<file path="config.mk">
export PLATFORM = sky130hd
export DESIGN_NAME = ieps_port
export DESIGN_NICKNAME = d
export VERILOG_FILES = /design/src/hw/ieps_pkg.sv /design/src/hw/ieps_port.sv /design/src/hw/ieps_sync.sv
export VERILOG_INCLUDE_DIRS = /design/src /design/src/hw
export SDC_FILE = /design/constraint.sdc
export NUM_CORES = 1
export LEC_CHECK = 0
export BUFFER_PORTS_ARGS = -buffer_cell sky130_fd_sc_hd__buf_2
export CORE_MARGIN = 2
export CORE_UTILIZATION = 64
export CTS_BUF_LIST = sky130_fd_sc_hd__clkbuf_16
export CTS_CLUSTER_SIZE = 24
export DETAILED_ROUTE_END_ITERATION = 6
export HOLD_SLACK_MARGIN = 0.03
export PLACE_DENSITY_LB_ADDON = 0.05
export RECOVER_POWER = 100
export SLEW_MARGIN = 10
export SYNTH_ARGS = -nofsm -noshare
export SYNTH_HDL_FRONTEND = slang
export SYNTH_SLANG_ARGS = --single-unit
</file>
<file path="constraint.sdc">
create_clock -name clk -period 6.8 [get_ports clk]
set_clock_uncertainty 0.1 [all_clocks]
set_input_delay 1.36 -clock clk [delete_from_list [all_inputs] [get_ports clk]]
set_output_delay 1.36 -clock clk [all_outputs]
set_load 0.01 [all_outputs]
</file>
<file path="src/hw/ieps_params.svh">
// timing and encoding constants for the parallel port signalling block
`ifndef IEPS_PARAMS_SVH
`define IEPS_PARAMS_SVH

`define IEPS_CLK_MHZ 10
`define IEPS_NS2CYC(ns) (((ns) * `IEPS_CLK_MHZ + 999) / 1000)
`define IEPS_SETUP_NS 600
`define IEPS_STB_NS 600
`define IEPS_HOLD_NS 450
`define IEPS_SETUP_CYC `IEPS_NS2CYC(`IEPS_SETUP_NS)
`define IEPS_STB_CYC `IEPS_NS2CYC(`IEPS_STB_NS)
`define IEPS_HOLD_CYC `IEPS_NS2CYC(`IEPS_HOLD_NS)
`define IEPS_TMO_US 10000
`define IEPS_TMO_CYC (`IEPS_TMO_US * `IEPS_CLK_MHZ)
`define IEPS_SYNC_W 13
`define IEPS_SYNC_RST 13'h0000

`endif

</file>
<file path="src/hw/ieps_pkg.sv">
// types shared by the parallel port signalling block
package ieps_pkg;

  typedef enum logic [1:0] {
    IEPS_COMPAT,
    IEPS_NIBBLE,
    IEPS_EPP,
    IEPS_ECP
  } ieps_mode_t;

  typedef enum logic [3:0] {
    S_IDLE,
    S_CP_BUSY,
    S_CP_SETUP,
    S_CP_STB,
    S_CP_HOLD,
    S_CP_ACK,
    S_NB_LO,
    S_NB_HI,
    S_EP_LO,
    S_EP_HI,
    S_EF_LO,
    S_EF_HI,
    S_EF_END,
    S_ER_REV,
    S_ER_LO,
    S_ER_HI
  } ieps_st_t;

endpackage

</file>
<file path="src/hw/ieps_port.sv">
// host-side parallel port link signalling: compatibility, nibble, EPP, ECP
//
// Operation
// (RQ1) compat: strobe low marks valid output data
// (RQ2) compat: no new byte while busy high
// (RQ3) compat: ack low pulse acknowledges the byte
// (RQ4) compat: decode paper empty, online, error status
// (RQ5) compat: active-low init, autofeed, select controls
// (RQ6) nibble: autofeed is host busy handshake
// (RQ7) nibble: select-in high while in 1284 mode
// (RQ8) nibble: status lines carry low then high nibble
// (RQ9) nibble: busy low, clock low, busy high, clock high
// (RQ10) EPP: strobe low for write, high read
// (RQ11) EPP: autofeed data strobe, select-in address strobe
// (RQ12) EPP: wait low starts, wait high ends strobe
// (RQ13) EPP: init resets peripheral, ack interrupts host
// (RQ14) EPP: write asserts, strobes, waits, then releases
// (RQ15) EPP: data lines are bidirectional address/data
// (RQ16) ECP: init low requests reverse, await ack
// (RQ17) ECP: error low means peripheral has data
// (RQ18) ECP forward: clock low, ack high, clock high
// (RQ19) ECP forward: host ack low marks command
// (RQ20) ECP reverse: clock low, host ack, release
// (RQ21) ECP reverse: peripheral ack low marks command
// (RQ22) synchronise every peripheral input before use
`timescale 1ns/1ps
`default_nettype none
`include "ieps_params.svh"

module ieps_port
  import ieps_pkg::*;
#(
  parameter int TIMEOUT_CYC = `IEPS_TMO_CYC
) (
  input wire logic clk,
  input wire logic rst_n,
  input wire ieps_mode_t mode,
  input wire logic init_req,
  input wire logic autofd_req,
  input wire logic select_req,
  input wire logic ecp_reverse,
  input wire logic req_valid,
  output logic req_ready,
  input wire logic req_write,
  input wire logic req_addr,
  input wire logic [7:0] req_data,
  output logic rsp_valid,
  output logic [7:0] rsp_data,
  output logic rsp_cmd,
  output logic rsp_err,
  output logic paper_empty,
  output logic online,
  output logic fault,
  output logic printer_busy,
  output logic periph_req,
  output logic ack_event,
  output logic periph_intr,
  output logic [7:0] pd_out,
  output logic pd_oe_n,
  input wire logic [7:0] pd_in,
  output logic strobe_n,
  output logic autofd_n,
  output logic slctin_n,
  output logic init_n,
  input wire logic ack_n,
  input wire logic busy,
  input wire logic pe,
  input wire logic slct,
  input wire logic error_n
);

  typedef struct packed {
    ieps_st_t st;
    logic [3:0] tcnt;
    logic [16:0] wdog;
    logic [7:0] data;
    logic nib_hi;
    logic ack_got;
    logic ack_prev;
    logic rsp_valid;
    logic [7:0] rsp_data;
    logic rsp_cmd;
    logic rsp_err;
    logic ack_event;
    logic periph_intr;
    logic [7:0] pd_out;
    logic pd_oe_n;
    logic strobe_n;
    logic autofd_n;
    logic slctin_n;
    logic init_n;
  } ieps_port_st_t;

  localparam logic [3:0] SETUP_CYC = 4'(`IEPS_SETUP_CYC);
  localparam logic [3:0] STB_CYC = 4'(`IEPS_STB_CYC);
  localparam logic [3:0] HOLD_CYC = 4'(`IEPS_HOLD_CYC);
  localparam logic [16:0] TMO_LAST = 17'(TIMEOUT_CYC - 1);

  if (TIMEOUT_CYC < 1 || TIMEOUT_CYC > 131071) begin : g_chk_tmo
    $error("ieps_port: TIMEOUT_CYC must lie in 1..131071");
  end
  if (`IEPS_SETUP_CYC > 15 || `IEPS_STB_CYC > 15 || `IEPS_HOLD_CYC > 15) begin : g_chk_t
    $error("ieps_port: strobe timing exceeds the 4-bit counter");
  end

  ieps_port_st_t q;
  ieps_port_st_t d;
  logic [12:0] sync_out;
  logic [7:0] pd_s;
  logic ack_n_s;
  logic busy_s;
  logic pe_s;
  logic slct_s;
  logic error_n_s;
  logic ack_fall;
  logic tmo;

  ieps_sync #(
    .WIDTH(13)
  ) u_sync (
    .clk(clk),
    .rst_n(rst_n),
    .din({pd_in, ack_n, busy, pe, slct, error_n}),
    .dout(sync_out)
  ); // RQ22

  assign {pd_s, ack_n_s, busy_s, pe_s, slct_s, error_n_s} = sync_out;
  assign ack_fall = q.ack_prev & ~ack_n_s;
  assign tmo = (q.wdog == TMO_LAST);

  // address or data strobe choice for the EPP cycle in flight
  function automatic logic req_addr_q(ieps_port_st_t s);
    return s.rsp_cmd;
  endfunction

  // ends a transfer: one-cycle answer, strobe released, back to idle
  function automatic ieps_port_st_t finish(ieps_port_st_t s, logic err);
    ieps_port_st_t r;
    r = s;
    r.st = S_IDLE;
    r.rsp_valid = 1'b1;
    r.rsp_err = err;
    r.rsp_data = err ? 8'h00 : s.data;
    r.strobe_n = 1'b1;
    return r;
  endfunction

  always_comb begin
    d = q;
    d.rsp_valid = 1'b0;
    d.ack_event = 1'b0;
    d.periph_intr = 1'b0;
    d.ack_prev = ack_n_s;
    d.wdog = 17'(q.wdog + 17'h00001);
    if (ack_fall && mode == IEPS_COMPAT) begin
      d.ack_event = 1'b1; // RQ3
      d.ack_got = 1'b1; // RQ3
    end
    if (ack_fall && mode == IEPS_EPP) begin
      d.periph_intr = 1'b1; // RQ13
    end
    case (q.st)
      S_IDLE: begin
        d.wdog = 17'h00000;
        d.tcnt = 4'h0;
        d.strobe_n = 1'b1;
        d.rsp_cmd = 1'b0;
        d.nib_hi = 1'b0;
        case (mode)
          IEPS_COMPAT: begin
            d.autofd_n = ~autofd_req; // RQ5
            d.slctin_n = ~select_req; // RQ5
            d.init_n = ~init_req; // RQ5
            d.pd_oe_n = 1'b0; // RQ1
          end
          IEPS_NIBBLE: begin
            d.autofd_n = 1'b1; // RQ6
            d.slctin_n = 1'b1; // RQ7
            d.init_n = 1'b1; // RQ6
            d.pd_oe_n = 1'b1; // RQ7
          end
          IEPS_EPP: begin
            d.autofd_n = 1'b1;
            d.slctin_n = 1'b1;
            d.init_n = ~init_req; // RQ13
            d.pd_oe_n = 1'b1; // RQ15
          end
          default: begin
            // host ack rests low in reverse: ready for the next byte
            d.autofd_n = ~ecp_reverse; // RQ20
            d.slctin_n = 1'b1; // RQ7
            d.init_n = ~ecp_reverse; // RQ16
            d.pd_oe_n = ecp_reverse;
          end
        endcase
        if (req_valid) begin
          d.data = req_data;
          // an ack edge landing on the take edge is kept: set wins over clear
          d.ack_got = ack_fall & (mode == IEPS_COMPAT);
          case (mode)
            IEPS_COMPAT: begin
              if (req_write && !req_addr) begin
                d.st = S_CP_BUSY;
              end else begin
                d = finish(d, 1'b1);
              end
            end
            IEPS_NIBBLE: begin
              if (!req_write && !req_addr) begin
                d.data = 8'h00;
                d.autofd_n = 1'b0; // RQ9
                d.st = S_NB_LO;
              end else begin
                d = finish(d, 1'b1);
              end
            end
            IEPS_EPP: begin
              d.strobe_n = ~req_write; // RQ10
              d.pd_out = req_data; // RQ14
              d.pd_oe_n = ~req_write; // RQ15
              // the EPP cycle kind rides in rsp_cmd until the return to S_IDLE clears it
              d.rsp_cmd = req_addr;
              d.st = S_EP_LO;
            end
            default: begin
              if (req_write && !ecp_reverse) begin
                d.pd_out = req_data; // RQ18
                d.autofd_n = ~req_addr; // RQ19
                d.st = S_EF_LO;
              end else if (!req_write && !req_addr && ecp_reverse) begin
                d.st = S_ER_REV;
              end else begin
                d = finish(d, 1'b1);
              end
            end
          endcase
        end
      end
      S_CP_BUSY: begin
        // a byte is presented only once the printer lets go of busy
        if (!busy_s) begin
          d.pd_out = q.data; // RQ2
          d.tcnt = 4'h0;
          d.st = S_CP_SETUP;
        end else if (tmo) begin
          d = finish(d, 1'b1);
        end
      end
      S_CP_SETUP: begin
        d.tcnt = 4'(q.tcnt + 4'h1);
        if (q.tcnt == SETUP_CYC - 4'h1) begin
          d.strobe_n = 1'b0; // RQ1
          d.tcnt = 4'h0;
          d.st = S_CP_STB;
        end
      end
      S_CP_STB: begin
        d.tcnt = 4'(q.tcnt + 4'h1);
        if (q.tcnt == STB_CYC - 4'h1) begin
          d.strobe_n = 1'b1; // RQ1
          d.tcnt = 4'h0;
          d.st = S_CP_HOLD;
        end
      end
      S_CP_HOLD: begin
        d.tcnt = 4'(q.tcnt + 4'h1);
        if (q.tcnt == HOLD_CYC - 4'h1) begin
          d.wdog = 17'h00000;
          d.st = S_CP_ACK;
        end
      end
      S_CP_ACK: begin
        // an ack that fell during the strobe is remembered, not lost
        if (q.ack_got || ack_fall) begin
          d = finish(d, 1'b0); // RQ3
        end else if (tmo) begin
          d = finish(d, 1'b1);
        end
      end
      S_NB_LO: begin
        if (!ack_n_s) begin
          if (q.nib_hi) begin
            d.data[7:4] = {busy_s, pe_s, slct_s, error_n_s}; // RQ8
          end else begin
            d.data[3:0] = {busy_s, pe_s, slct_s, error_n_s}; // RQ8
          end
          d.autofd_n = 1'b1; // RQ9
          d.wdog = 17'h00000;
          d.st = S_NB_HI;
        end else if (tmo) begin
          d.autofd_n = 1'b1;
          d = finish(d, 1'b1);
        end
      end
      S_NB_HI: begin
        if (ack_n_s) begin
          d.wdog = 17'h00000;
          if (q.nib_hi) begin
            d = finish(d, 1'b0); // RQ9
          end else begin
            d.nib_hi = 1'b1;
            d.autofd_n = 1'b0; // RQ9
            d.st = S_NB_LO;
          end
        end else if (tmo) begin
          d = finish(d, 1'b1);
        end
      end
      S_EP_LO: begin
        if (!busy_s) begin
          if (req_addr_q(q)) begin
            d.slctin_n = 1'b0; // RQ11
          end else begin
            d.autofd_n = 1'b0; // RQ11
          end
          d.wdog = 17'h00000;
          d.st = S_EP_HI; // RQ12
        end else if (tmo) begin
          d = finish(d, 1'b1);
        end
      end
      S_EP_HI: begin
        if (busy_s || tmo) begin
          d.autofd_n = 1'b1; // RQ14
          d.slctin_n = 1'b1; // RQ14
          if (q.pd_oe_n) begin
            d.data = pd_s;
          end
          d = finish(d, ~busy_s); // RQ12
        end
      end
      S_EF_LO: begin
        if (!busy_s) begin
          d.strobe_n = 1'b0; // RQ18
          d.wdog = 17'h00000;
          d.st = S_EF_HI;
        end else if (tmo) begin
          d = finish(d, 1'b1);
        end
      end
      S_EF_HI: begin
        if (busy_s) begin
          d.strobe_n = 1'b1; // RQ18
          d.wdog = 17'h00000;
          d.st = S_EF_END;
        end else if (tmo) begin
          d = finish(d, 1'b1);
        end
      end
      S_EF_END: begin
        if (!busy_s) begin
          d = finish(d, 1'b0); // RQ18
        end else if (tmo) begin
          d = finish(d, 1'b1);
        end
      end
      S_ER_REV: begin
        if (!pe_s) begin
          d.wdog = 17'h00000;
          d.st = S_ER_LO; // RQ16
        end else if (tmo) begin
          d = finish(d, 1'b1);
        end
      end
      S_ER_LO: begin
        if (!ack_n_s) begin
          d.autofd_n = 1'b1; // RQ20
          d.rsp_cmd = ~busy_s; // RQ21
          d.wdog = 17'h00000;
          d.st = S_ER_HI;
        end else if (tmo) begin
          d = finish(d, 1'b1);
        end
      end
      S_ER_HI: begin
        // data and clock pass one synchroniser, so they stay aligned
        if (ack_n_s) begin
          d.data = pd_s; // RQ20
          d.autofd_n = 1'b0; // RQ20
          d = finish(d, 1'b0);
        end else if (tmo) begin
          d.autofd_n = 1'b0;
          d = finish(d, 1'b1);
        end
      end
      default: begin
        d.st = S_IDLE;
      end
    endcase
  end

  always_ff @(posedge clk or negedge rst_n) begin
    if (!rst_n) begin
      q <= '{st: S_IDLE, tcnt: 4'h0, wdog: 17'h00000, data: 8'h00,
             nib_hi: 1'b0, ack_got: 1'b0, ack_prev: 1'b0, rsp_valid: 1'b0,
             rsp_data: 8'h00, rsp_cmd: 1'b0, rsp_err: 1'b0, ack_event: 1'b0,
             periph_intr: 1'b0, pd_out: 8'h00, pd_oe_n: 1'b1, strobe_n: 1'b1,
             autofd_n: 1'b1, slctin_n: 1'b1, init_n: 1'b1};
    end else begin
      q <= d;
    end
  end

  assign req_ready = (q.st == S_IDLE);
  assign rsp_valid = q.rsp_valid;
  assign rsp_data = q.rsp_data;
  assign rsp_cmd = q.rsp_cmd & (mode == IEPS_ECP);
  assign rsp_err = q.rsp_err;
  assign paper_empty = pe_s; // RQ4
  assign online = slct_s; // RQ4
  assign fault = ~error_n_s; // RQ4
  assign printer_busy = busy_s;
  assign periph_req = ~error_n_s & (mode == IEPS_ECP);
  assign ack_event = q.ack_event;
  assign periph_intr = q.periph_intr;
  assign pd_out = q.pd_out;
  assign pd_oe_n = q.pd_oe_n;
  assign strobe_n = q.strobe_n;
  assign autofd_n = q.autofd_n;
  assign slctin_n = q.slctin_n;
  assign init_n = q.init_n;

endmodule // ieps_port

`default_nettype wire

</file>
<file path="src/hw/ieps_sync.sv">
// two-flop synchroniser for the peripheral inputs
`timescale 1ns/1ps
`default_nettype none
`include "ieps_params.svh"

module ieps_sync #(
  parameter int WIDTH = `IEPS_SYNC_W
) (
  input wire logic clk,
  input wire logic rst_n,
  input wire logic [WIDTH-1:0] din,
  output logic [WIDTH-1:0] dout
);

  typedef struct packed {
    logic [WIDTH-1:0] s1;
    logic [WIDTH-1:0] s2;
  } ieps_sync_st_t;

  ieps_sync_st_t q;
  ieps_sync_st_t d;

  if (WIDTH < 1) begin : g_chk
    $error("ieps_sync: WIDTH must be at least 1");
  end

  always_comb begin
    d.s1 = din;
    d.s2 = q.s1;
  end

  always_ff @(posedge clk or negedge rst_n) begin
    if (!rst_n) begin
      q <= {2{WIDTH'(`IEPS_SYNC_RST)}};
    end else begin
      q <= d;
    end
  end

  assign dout = q.s2;

endmodule // ieps_sync

`default_nettype wire

</file>
==> key figures, run 1 <==
CTS
  – Number of hold buffers added after CTS: 0
  – Clock-pin slew on the worst setup and hold paths: 70 ps
  – Clock latency of the later-clocked register in the worst-skew pair: 340 ps
  – # clock sinks: a little under 90
  – Clock tree root driver cell: clkbuf_16
  – H-Tree Depth: 3
  – Clock buffer count from CTS: 9
  – CTS tree: yes
  – Quantity of gates resized following cts: 0
  – Max Root-Sink Buffers: 2
  – Number of post-CTS setup repair buffers: 0

Worst setup path
  – Required time reported for the critical path endpoint: 6850 ps
  – Arrival time of the worst setup path: approximately 4300 ps
  – CP peak stage delay: about 1500 ps
  – Crit-path max FO: 34
  – Startpoint kind of the worst setup timing path: register
  – Critical Path Source: q[59]$_DFFE_PN0P_
  – Crit-path leading delay family: compound AO/OA/AOI/OAI gates
  – Highest-delay cell along the critical path: a211oi_1
  – Sort of element at the end of the critical path: register
  – Worst R2R Start: q[59]$_DFFE_PN0P_
  – Cell-by-cell trace of the critical path: clkbuf_1, nand2_1, o21ai_0, a221oi_1, a211oi_1, nor2_1
  – Worst path bufs/invs: 1
  – Crit Path Class: register to register

STA
  – Period utilisation layout: 62.8%
  – Final-report setup violation count: 0
  – Max-slew headroom: -23.2%
  – Setup repair after global routing missed its margin: false
  – Final Hold Vio Count: 0
  – Maximum frequency from static timing analysis: about 0.23 GHz
  – Fin crit period: around 4300 ps
  – Number of pins exceeding their max-slew limit in the final report: 18
  – Setup ws final: around 2500 ps
  – Final setup TNS: 0 ps
  – Least-Margin Pin Slew: between 1500 and 2000 ps

Place
  – DP Wirelength: ~11000 microns
  – Pre-CTS worst setup slack: ~3300 ps
  – Count of input and output buffers: 63
  – GPL Wtd Cong: between 0.9 and 1
  – Placed Cells incl. Taps: 703

Global routing
  – Global-route wire length before repair: between 20000 and 25000 microns
  – Number of global-route vias before repair: roughly 4600
  – Largest net degree at the start of global routing: between 60 and 70
  – Global-route congestion overflow total: 0
  – Global router's overall resource usage: a little under a third
  – Antenna violations before repair: 0

Route
  – Total vias in the final route: 4904
  – DRC Markers: 0
  – Average routed wire per standard cell: ~21 microns
  – Initial detailed-routing violation count: around 870
  – Detail Route Antenna Nets: 0
  – Routed via count divided by cell count: around 6.8
  – Number of detailed-routing iterations run before antenna repair: 6
  – Total Routed Length: 15100 microns

Outcome
  – Violations in the final reports: capacitance limit, slew limit
  – Result of the run: complete, but fails checks

Logic synthesis
  – Sequential cell area fraction in the yosys report: 39.8%
  – Yosys warnings: 0
  – Post-synth EDFFs: 0
  – Synth Instances: about 590
  – Unique cell type count in the Yosys netlist: 90
  – Post-synthesis instance area: 5550 sq um
  – FFs w/ async S/R, synth: 100%
  – Post-synthesis register bit count: 88
  – Average size of a mapped cell: roughly 9.5 sq um
  – Commonest register cell after synthesis: dfrtp_1
  – Synthesized net count: 627

Worst hold path
  – Hold WC Path Type: register to register
  – Launch instance of the worst min-delay path: u_sync.d[9]$_DFF_PN0_

Power
  – Max rail drop VDD: around 0.3 mV
  – Power density normalized to cell area: 370 nW/um^2
  – Static Leakage: between 2 and 2.5 nW
  – Final total power: roughly 2.2 mW

Layout
  – Number of antenna diodes: 0
  – Filler Cell Count: slightly below 700
  – Number of standard cells in the final layout excluding fillers: slightly above 700
  – Share of layout cells above drive strength 1: 13.0%
  – Growth of design area from synthesis to finish: 6.20%
  – Final-stage net count: 651

Job
  – Max_cap viols: 1

Floorplanning
  – Area enclosed by the die boundary: about 9400 sq um
  – DIE WIDTH: between 90 and 100 microns
  – FP Rows: 33
  – Core region area: roughly 8300 sq um
  – Vertical die dimension: between 90 and 100 microns
  – Initial Utilization: around two thirds
  – Io pins: 64
## stage by stage
stage          hold WS [ps]  area, sq um  utilization, %
5_1_grt                 255         5900            71.1
3_5_place_dp            235         5680            68.4
4_1_cts                 250         5960            71.9
3_3_place_gp            231         5680            68.4
2_1_floorplan           231         5550               -
6_report                245         5900            71.1
## final cells by class
type                    count  area [sq um]  area share (%)
multi-input cells         426          2900            49.2
inverters                  16          60.1            1.02
clock buffers               9           225            3.82
repair buffers             68           310            5.26
well taps                 105           131            2.23
clock inverters             7          61.3            1.04
flip-flops and latches     88          2210            37.4
## state kept, by name, summed over array words and instances, names as in the netlist
name	flops
q	37
u_sync.d	13
u_sync.dout	13
pd_out	8
rsp_data	8
ack_event	1
autofd_n	1
init_n	1
pd_oe_n	1
periph_intr	1
rsp_err	1
rsp_valid	1
slctin_n	1
strobe_n	1
## layer usage
metal	global-route usage, %	wire, microns
met2	46.6	6720
met4	12.2	517
met1	46.5	6260
met5	0	0
met3	7.55	1650
## layout by cell type, fill, tap and decap left out, types with 8 or more instances in the layout
cell	n
ha_1	10
nor2_1	46
clkbuf_16	9
nand4_1	9
o21ai_0	35
a21boi_0	10
a21oi_1	29
mux2_1	9
a221o_1	10
dfrtp_1	83
nand3_1	13
nand2_1	42
o2bb2ai_1	10
a22o_1	10
inv_1	16
nand2b_1	14
clkbuf_1	32
buf_2	32
nor3_1	13
xor2_1	9
a31oi_1	10
a222oi_1	8
a211oi_1	8
nor2b_1	11
## path summary, 6_finish.rpt
path / slack, ps / to / cells past startpoint
max in group asynchronous: 4050 / rsp_data[2]$_DFFE_PN0P_ / 2
max reg2reg: 2530 / q[42]$_DFF_PN0_ / 6
max: 2530 / q[42]$_DFF_PN0_ / 6
min reg2reg: 240 / u_sync.dout[9]$_DFF_PN0_ / 0
min in group asynchronous: 1120 / u_sync.d[2]$_DFF_PN0_ / 1
min: 240 / u_sync.dout[9]$_DFF_PN0_ / 0
## where the power goes
group,leakage [nW],internal [mW],switching [mW],total [mW]
Clock,0.136,0.251,0.222,0.473
Combinational,1.20,0.334,0.619,0.953
Sequential,1.13,0.646,0.110,0.756
Total,2.47,1.23,0.951,2.18
## cell families (layout without fill, tap and decap cells)
group	Yosys count	after routing	share of synthesized area, %
muxes	15	15	2.95
adders and majority gates	10	10	2.25
and+or+nand+nor	199	199	20.1
DFF	88	88	39.8
xor gates and xnor gates	16	16	2.52
AOI/OAI and AO/OA	186	186	24.8
buffers and inverters	71	100	7.64
## worst reg2reg max path: stages, from the launching register on
cell and delay [ps]:
dfrtp_1 680, clkbuf_1 1000, nand2_1 340, o21ai_0 260, a221oi_1 110, a211oi_1 1450, nor2_1 140
## cell usage after synthesis, types with 3 or more instances
cell       number  area share (%)
nand4_1         9             1.0
ha_1           10             2.3
o21ai_0        34             3.1
nor3b_1         3            0.41
a21boi_0       10             1.4
nor2_1         46             3.1
dfstp_2         5             2.4
clkbuf_1       10            0.68
a31oi_1        10             1.1
a211o_1         3            0.47
o32ai_1         3            0.47
a221o_1        10             1.8
and3_1          3            0.34
xnor2_1         7             1.1
a221oi_1        4            0.63
o22ai_1         7            0.79
o211ai_1        3            0.41
and2_1          5            0.56
xor2_1          9             1.4
nor3_1         12             1.1
inv_1          14            0.95
nand2_1        41             2.8
nand2b_1       14             1.6
buf_2          19             1.7
a222oi_1        8             1.4
and2b_1         4            0.54
a21oi_1        29             2.6
buf_4          18             2.4
mux2i_1         4            0.72
nand3b_1        7            0.95
a22o_1         10             1.6
o31ai_1         5            0.68
a211oi_1        7            0.95
dfrtp_1        83              37
buf_6           4            0.81
nor2b_1        11             1.2
mux2_1          9             1.8
nand3_1        13             1.2
o2bb2ai_1      10             1.6
and2b_2         5            0.79
Power figures use the tool's default switching activity.
==> inputs of run 2 (changes only) <==
ABC_AREA = 1   (was default)
CORE_UTILIZATION = 59   (was 64)
clock period = 4.4 ns   (was 6.8 ns; I/O delays follow)
==> key figures, run 2 <==
Outcome
  – Result of the run: complete, but fails checks
  – Violations in the final reports: capacitance limit, slew limit

Logic synthesis
  – Post-synthesis cell type with the largest combined area: dfrtp_1
  – Post-synthesis register bit count: 88 (unchanged)
  – Unique cell type count in the Yosys netlist: 42 (-53%)
  – Synth top area share: 36.7% (-0.69 points)
  – Top cells by count, synth: 276 x nand2_1, 109 x nor2_1, 87 x inv_1, 83 x dfrtp_1, 61 x nand3_1
  – Synth top area cells: dfrtp_1 37%, nand2_1 18%, nor2_1 7.2%
  – Post-synth EDFFs: 0 (unchanged)
  – Post-synthesis instance area: 5660 sq um (+1.9%)
  – FFs w/ async S/R, synth: 100% (unchanged)
  – Sequential cell area fraction in the yosys report: 39.0% (-0.74 points)
  – Synthesized net count: 886 (+41%)
  – Commonest register cell after synthesis: dfrtp_1
  – Average size of a mapped cell: 6.71 sq um (-29%)
  – Most instantiated library cell after synthesis: nand2_1
  – Yosys warnings: 0 (unchanged)
  – Synth Instances: 844 (+44%)

STA
  – Number of pins exceeding their max-slew limit in the final report: 66 (+48)
  – Final Hold Vio Count: 0 (unchanged)
  – Maximum frequency from static timing analysis: around 0.33 GHz
  – Final-report setup violation count: 0 (unchanged)
  – Final setup TNS: 0 ps (unchanged)
  – Least-Margin Pin Slew: 1630 ps (-208 ps)
  – Max-slew headroom: -8.63% (+15 points)
  – Fin crit period: 3020 ps
  – Period utilisation layout: 68.7%
  – Setup repair after global routing missed its margin: false

CTS
  – Number of post-CTS setup repair buffers: 0 (unchanged)
  – Clock buffer count from CTS: 9 (unchanged)
  – # clock sinks: 88 (unchanged)
  – H-Tree Depth: 3 (unchanged)
  – Number of hold buffers added after CTS: 0 (unchanged)
  – Max Root-Sink Buffers: 2 (unchanged)
  – CTS tree: yes
  – Clock tree root driver cell: clkbuf_16
  – Clock latency of the later-clocked register in the worst-skew pair: 350 ps (about the same)
  – Clock-pin slew on the worst setup and hold paths: 70 ps (about the same)
  – Quantity of gates resized following cts: 0 (unchanged)

Route
  – Total Routed Length: 17700 microns (+17%)
  – Average routed wire per standard cell: 17.2 microns (-18%)
  – DRC Markers: 0 (unchanged)
  – Detail Route Antenna Nets: 0 (unchanged)
  – Initial detailed-routing violation count: 589 (-32%)
  – Number of detailed-routing iterations run before antenna repair: 5 (-1)
  – Routed via count divided by cell count: 5.90 (-14%)
  – Total vias in the final route: 6061 (+24%)

Global routing
  – Largest net degree at the start of global routing: 66 (-4.3%)
  – Antenna violations before repair: 0 (unchanged)
  – Global-route congestion overflow total: 0 (unchanged)
  – Global router's overall resource usage: 35.2% (+3.2 points)
  – Number of global-route vias before repair: 5663 (+24%)
  – Global-route wire length before repair: 28200 microns (+17%)

Place
  – Count of input and output buffers: 63 (unchanged)
  – GPL Wtd Cong: 1.07 (+8.0%)
  – DP Wirelength: 13300 microns (+25%)

Layout
  – Share of layout cells above drive strength 1: 8.01% (-5.0 points)
  – Largest register FFs: 37 (unchanged)
  – Leading cell type in the layout, fill and taps excluded: nand2_1
  – Number of antenna diodes: 0 (unchanged)
  – Growth of design area from synthesis to finish: 9.79%
  – Highest-count cells in the layout ignoring fill and taps: 278 x nand2_1, 112 x nor2_1, 89 x inv_1, 83 x dfrtp_1, 61 x nand3_1
  – Final Core Density: 66.9% (-4.1 points)
  – Final-stage net count: 936 (+44%)
  – Most flop-heavy register: q

Worst setup path
  – CP peak stage delay: 510 ps (-940 ps)
  – Cell-by-cell trace of the critical path: nor2_1, nand2_1, inv_1, clkbuf_1
  – Sort of element at the end of the critical path: primary output
  – Startpoint kind of the worst setup timing path: register
  – Crit Path Class: register to primary output
  – Crit-path max FO: 12 (-65%)
  – Arrival time of the worst setup path: 2040 ps (-2280 ps)
  – Highest-delay cell along the critical path: dfrtp_1
  – Required time reported for the critical path endpoint: 3420 ps (-3430 ps)

Floorplanning
  – FP Rows: 35 (+6.1%)
  – Io pins: 64 (unchanged)
  – Initial Utilization: 61.0% (-6.0 points)
  – Area enclosed by the die boundary: 10400 sq um (+10%)
  – DIE WIDTH: 102 microns (+4.9%)
  – Vertical die dimension: 102 microns (+4.9%)
  – Core region area: 9280 sq um (+12%)

Power
  – Static Leakage: 3.30 nW (+34%)
  – Max rail drop VDD: 0.356 mV (+18%)
  – Power density normalized to cell area: 562 nW/um^2 (+52%)

Worst hold path
  – Hold WC Path Type: register to register

Job
  – Max_cap viols: 1 (unchanged)
run 2: cell types whose count changed after synthesis, sizes merged, moves of 11 or more:
cell    delta
a21boi    -11
buf       -21
inv       +85
mux2      -11
nand2    +237
nand2b    -14
nand3     +49
nand4     +22
nor2      +70
nor2b     -12
o21ai     +28
run 2: worst paths after layout:
path | startpoint | endpoint | slack (ps) | cells after the start
max | q[59]$_DFFE_PN0P_ | req_ready | 1380 | 4
min | u_sync.d[3]$_DFF_PN0_ | u_sync.dout[3]$_DFF_PN0_ | 250 | 0
max reg2reg | q[59]$_DFFE_PN0P_ | q[56]$_DFFE_PN0P_ | 1390 | 9
max in group asynchronous | rst_n | q[26]$_DFF_PN0_ | 1390 | 2
min reg2reg | u_sync.d[3]$_DFF_PN0_ | u_sync.dout[3]$_DFF_PN0_ | 250 | 0
min in group asynchronous | rst_n | q[60]$_DFFE_PN0P_ | 820 | 1
run 2: routing by layer:
layer	global-route usage [%]	share of wire, %	wire, microns
met2	55.3	46	8110
met4	14.2	3.0	537
met5	0	0	0
met1	49.2	42	7330
met3	5.34	9.5	1670
run 2: report_power, final:
group | total (mW) | leakage [nW] | switching [mW] | internal, mW
combinational | 1.51 | 2.02 | 1.08 | 0.424
clock | 0.796 | 0.150 | 0.349 | 0.447
sequential | 1.19 | 1.13 | 0.189 | 0.999
run 2: cell families (layout without fill, tap and decap cells):
group / after synthesis / after routing / share of synthesized area [%]
and+or+nand+nor: 510 / 510 / 38.1
buffers and inverters: 127 / 182 / 9.77
AOI/OAI and AO/OA: 107 / 107 / 10.6
DFF: 88 / 88 / 39.0
adders and majority gates: 10 / 10 / 2.21
xor gates and xnor gates: 2 / 2 / 0.310
run 2: critical path: cells and delay by family (launching register included):
| kind | cells | cell delay (ps) |
|---|---|---|
| and+or+nand+nor | 2 | 700 |
| buffers and inverters | 2 | 480 |
| DFF | 1 | 510 |
run 2: area by class of cell:
| class | count | area, sq um |
|---|---|---|
| fill | 837 | 3070 |
| timing repair buffer | 65 | 287 |
| clock buffer | 9 | 225 |
| sequential | 88 | 2210 |
| tap | 129 | 161 |
| inverter | 101 | 379 |
| multi-input combinational | 629 | 2880 |
| clock inverter | 7 | 76.3 |
run 2: metrics by stage:
step                      area [sq um]  hold slack [ps]  instances  power [mW]  setup slack [ps]
final                             6210              249       1028        3.49              1380
after global routing              6210              251       1028        3.72               843
after CTS                         6280              249       1028        3.50              1530
after detailed placement          5980              235       1012        2.70              1690
after global placement            5980              232       1012        2.67              1790
after floorplan                   5660              231        844        2.28              2210
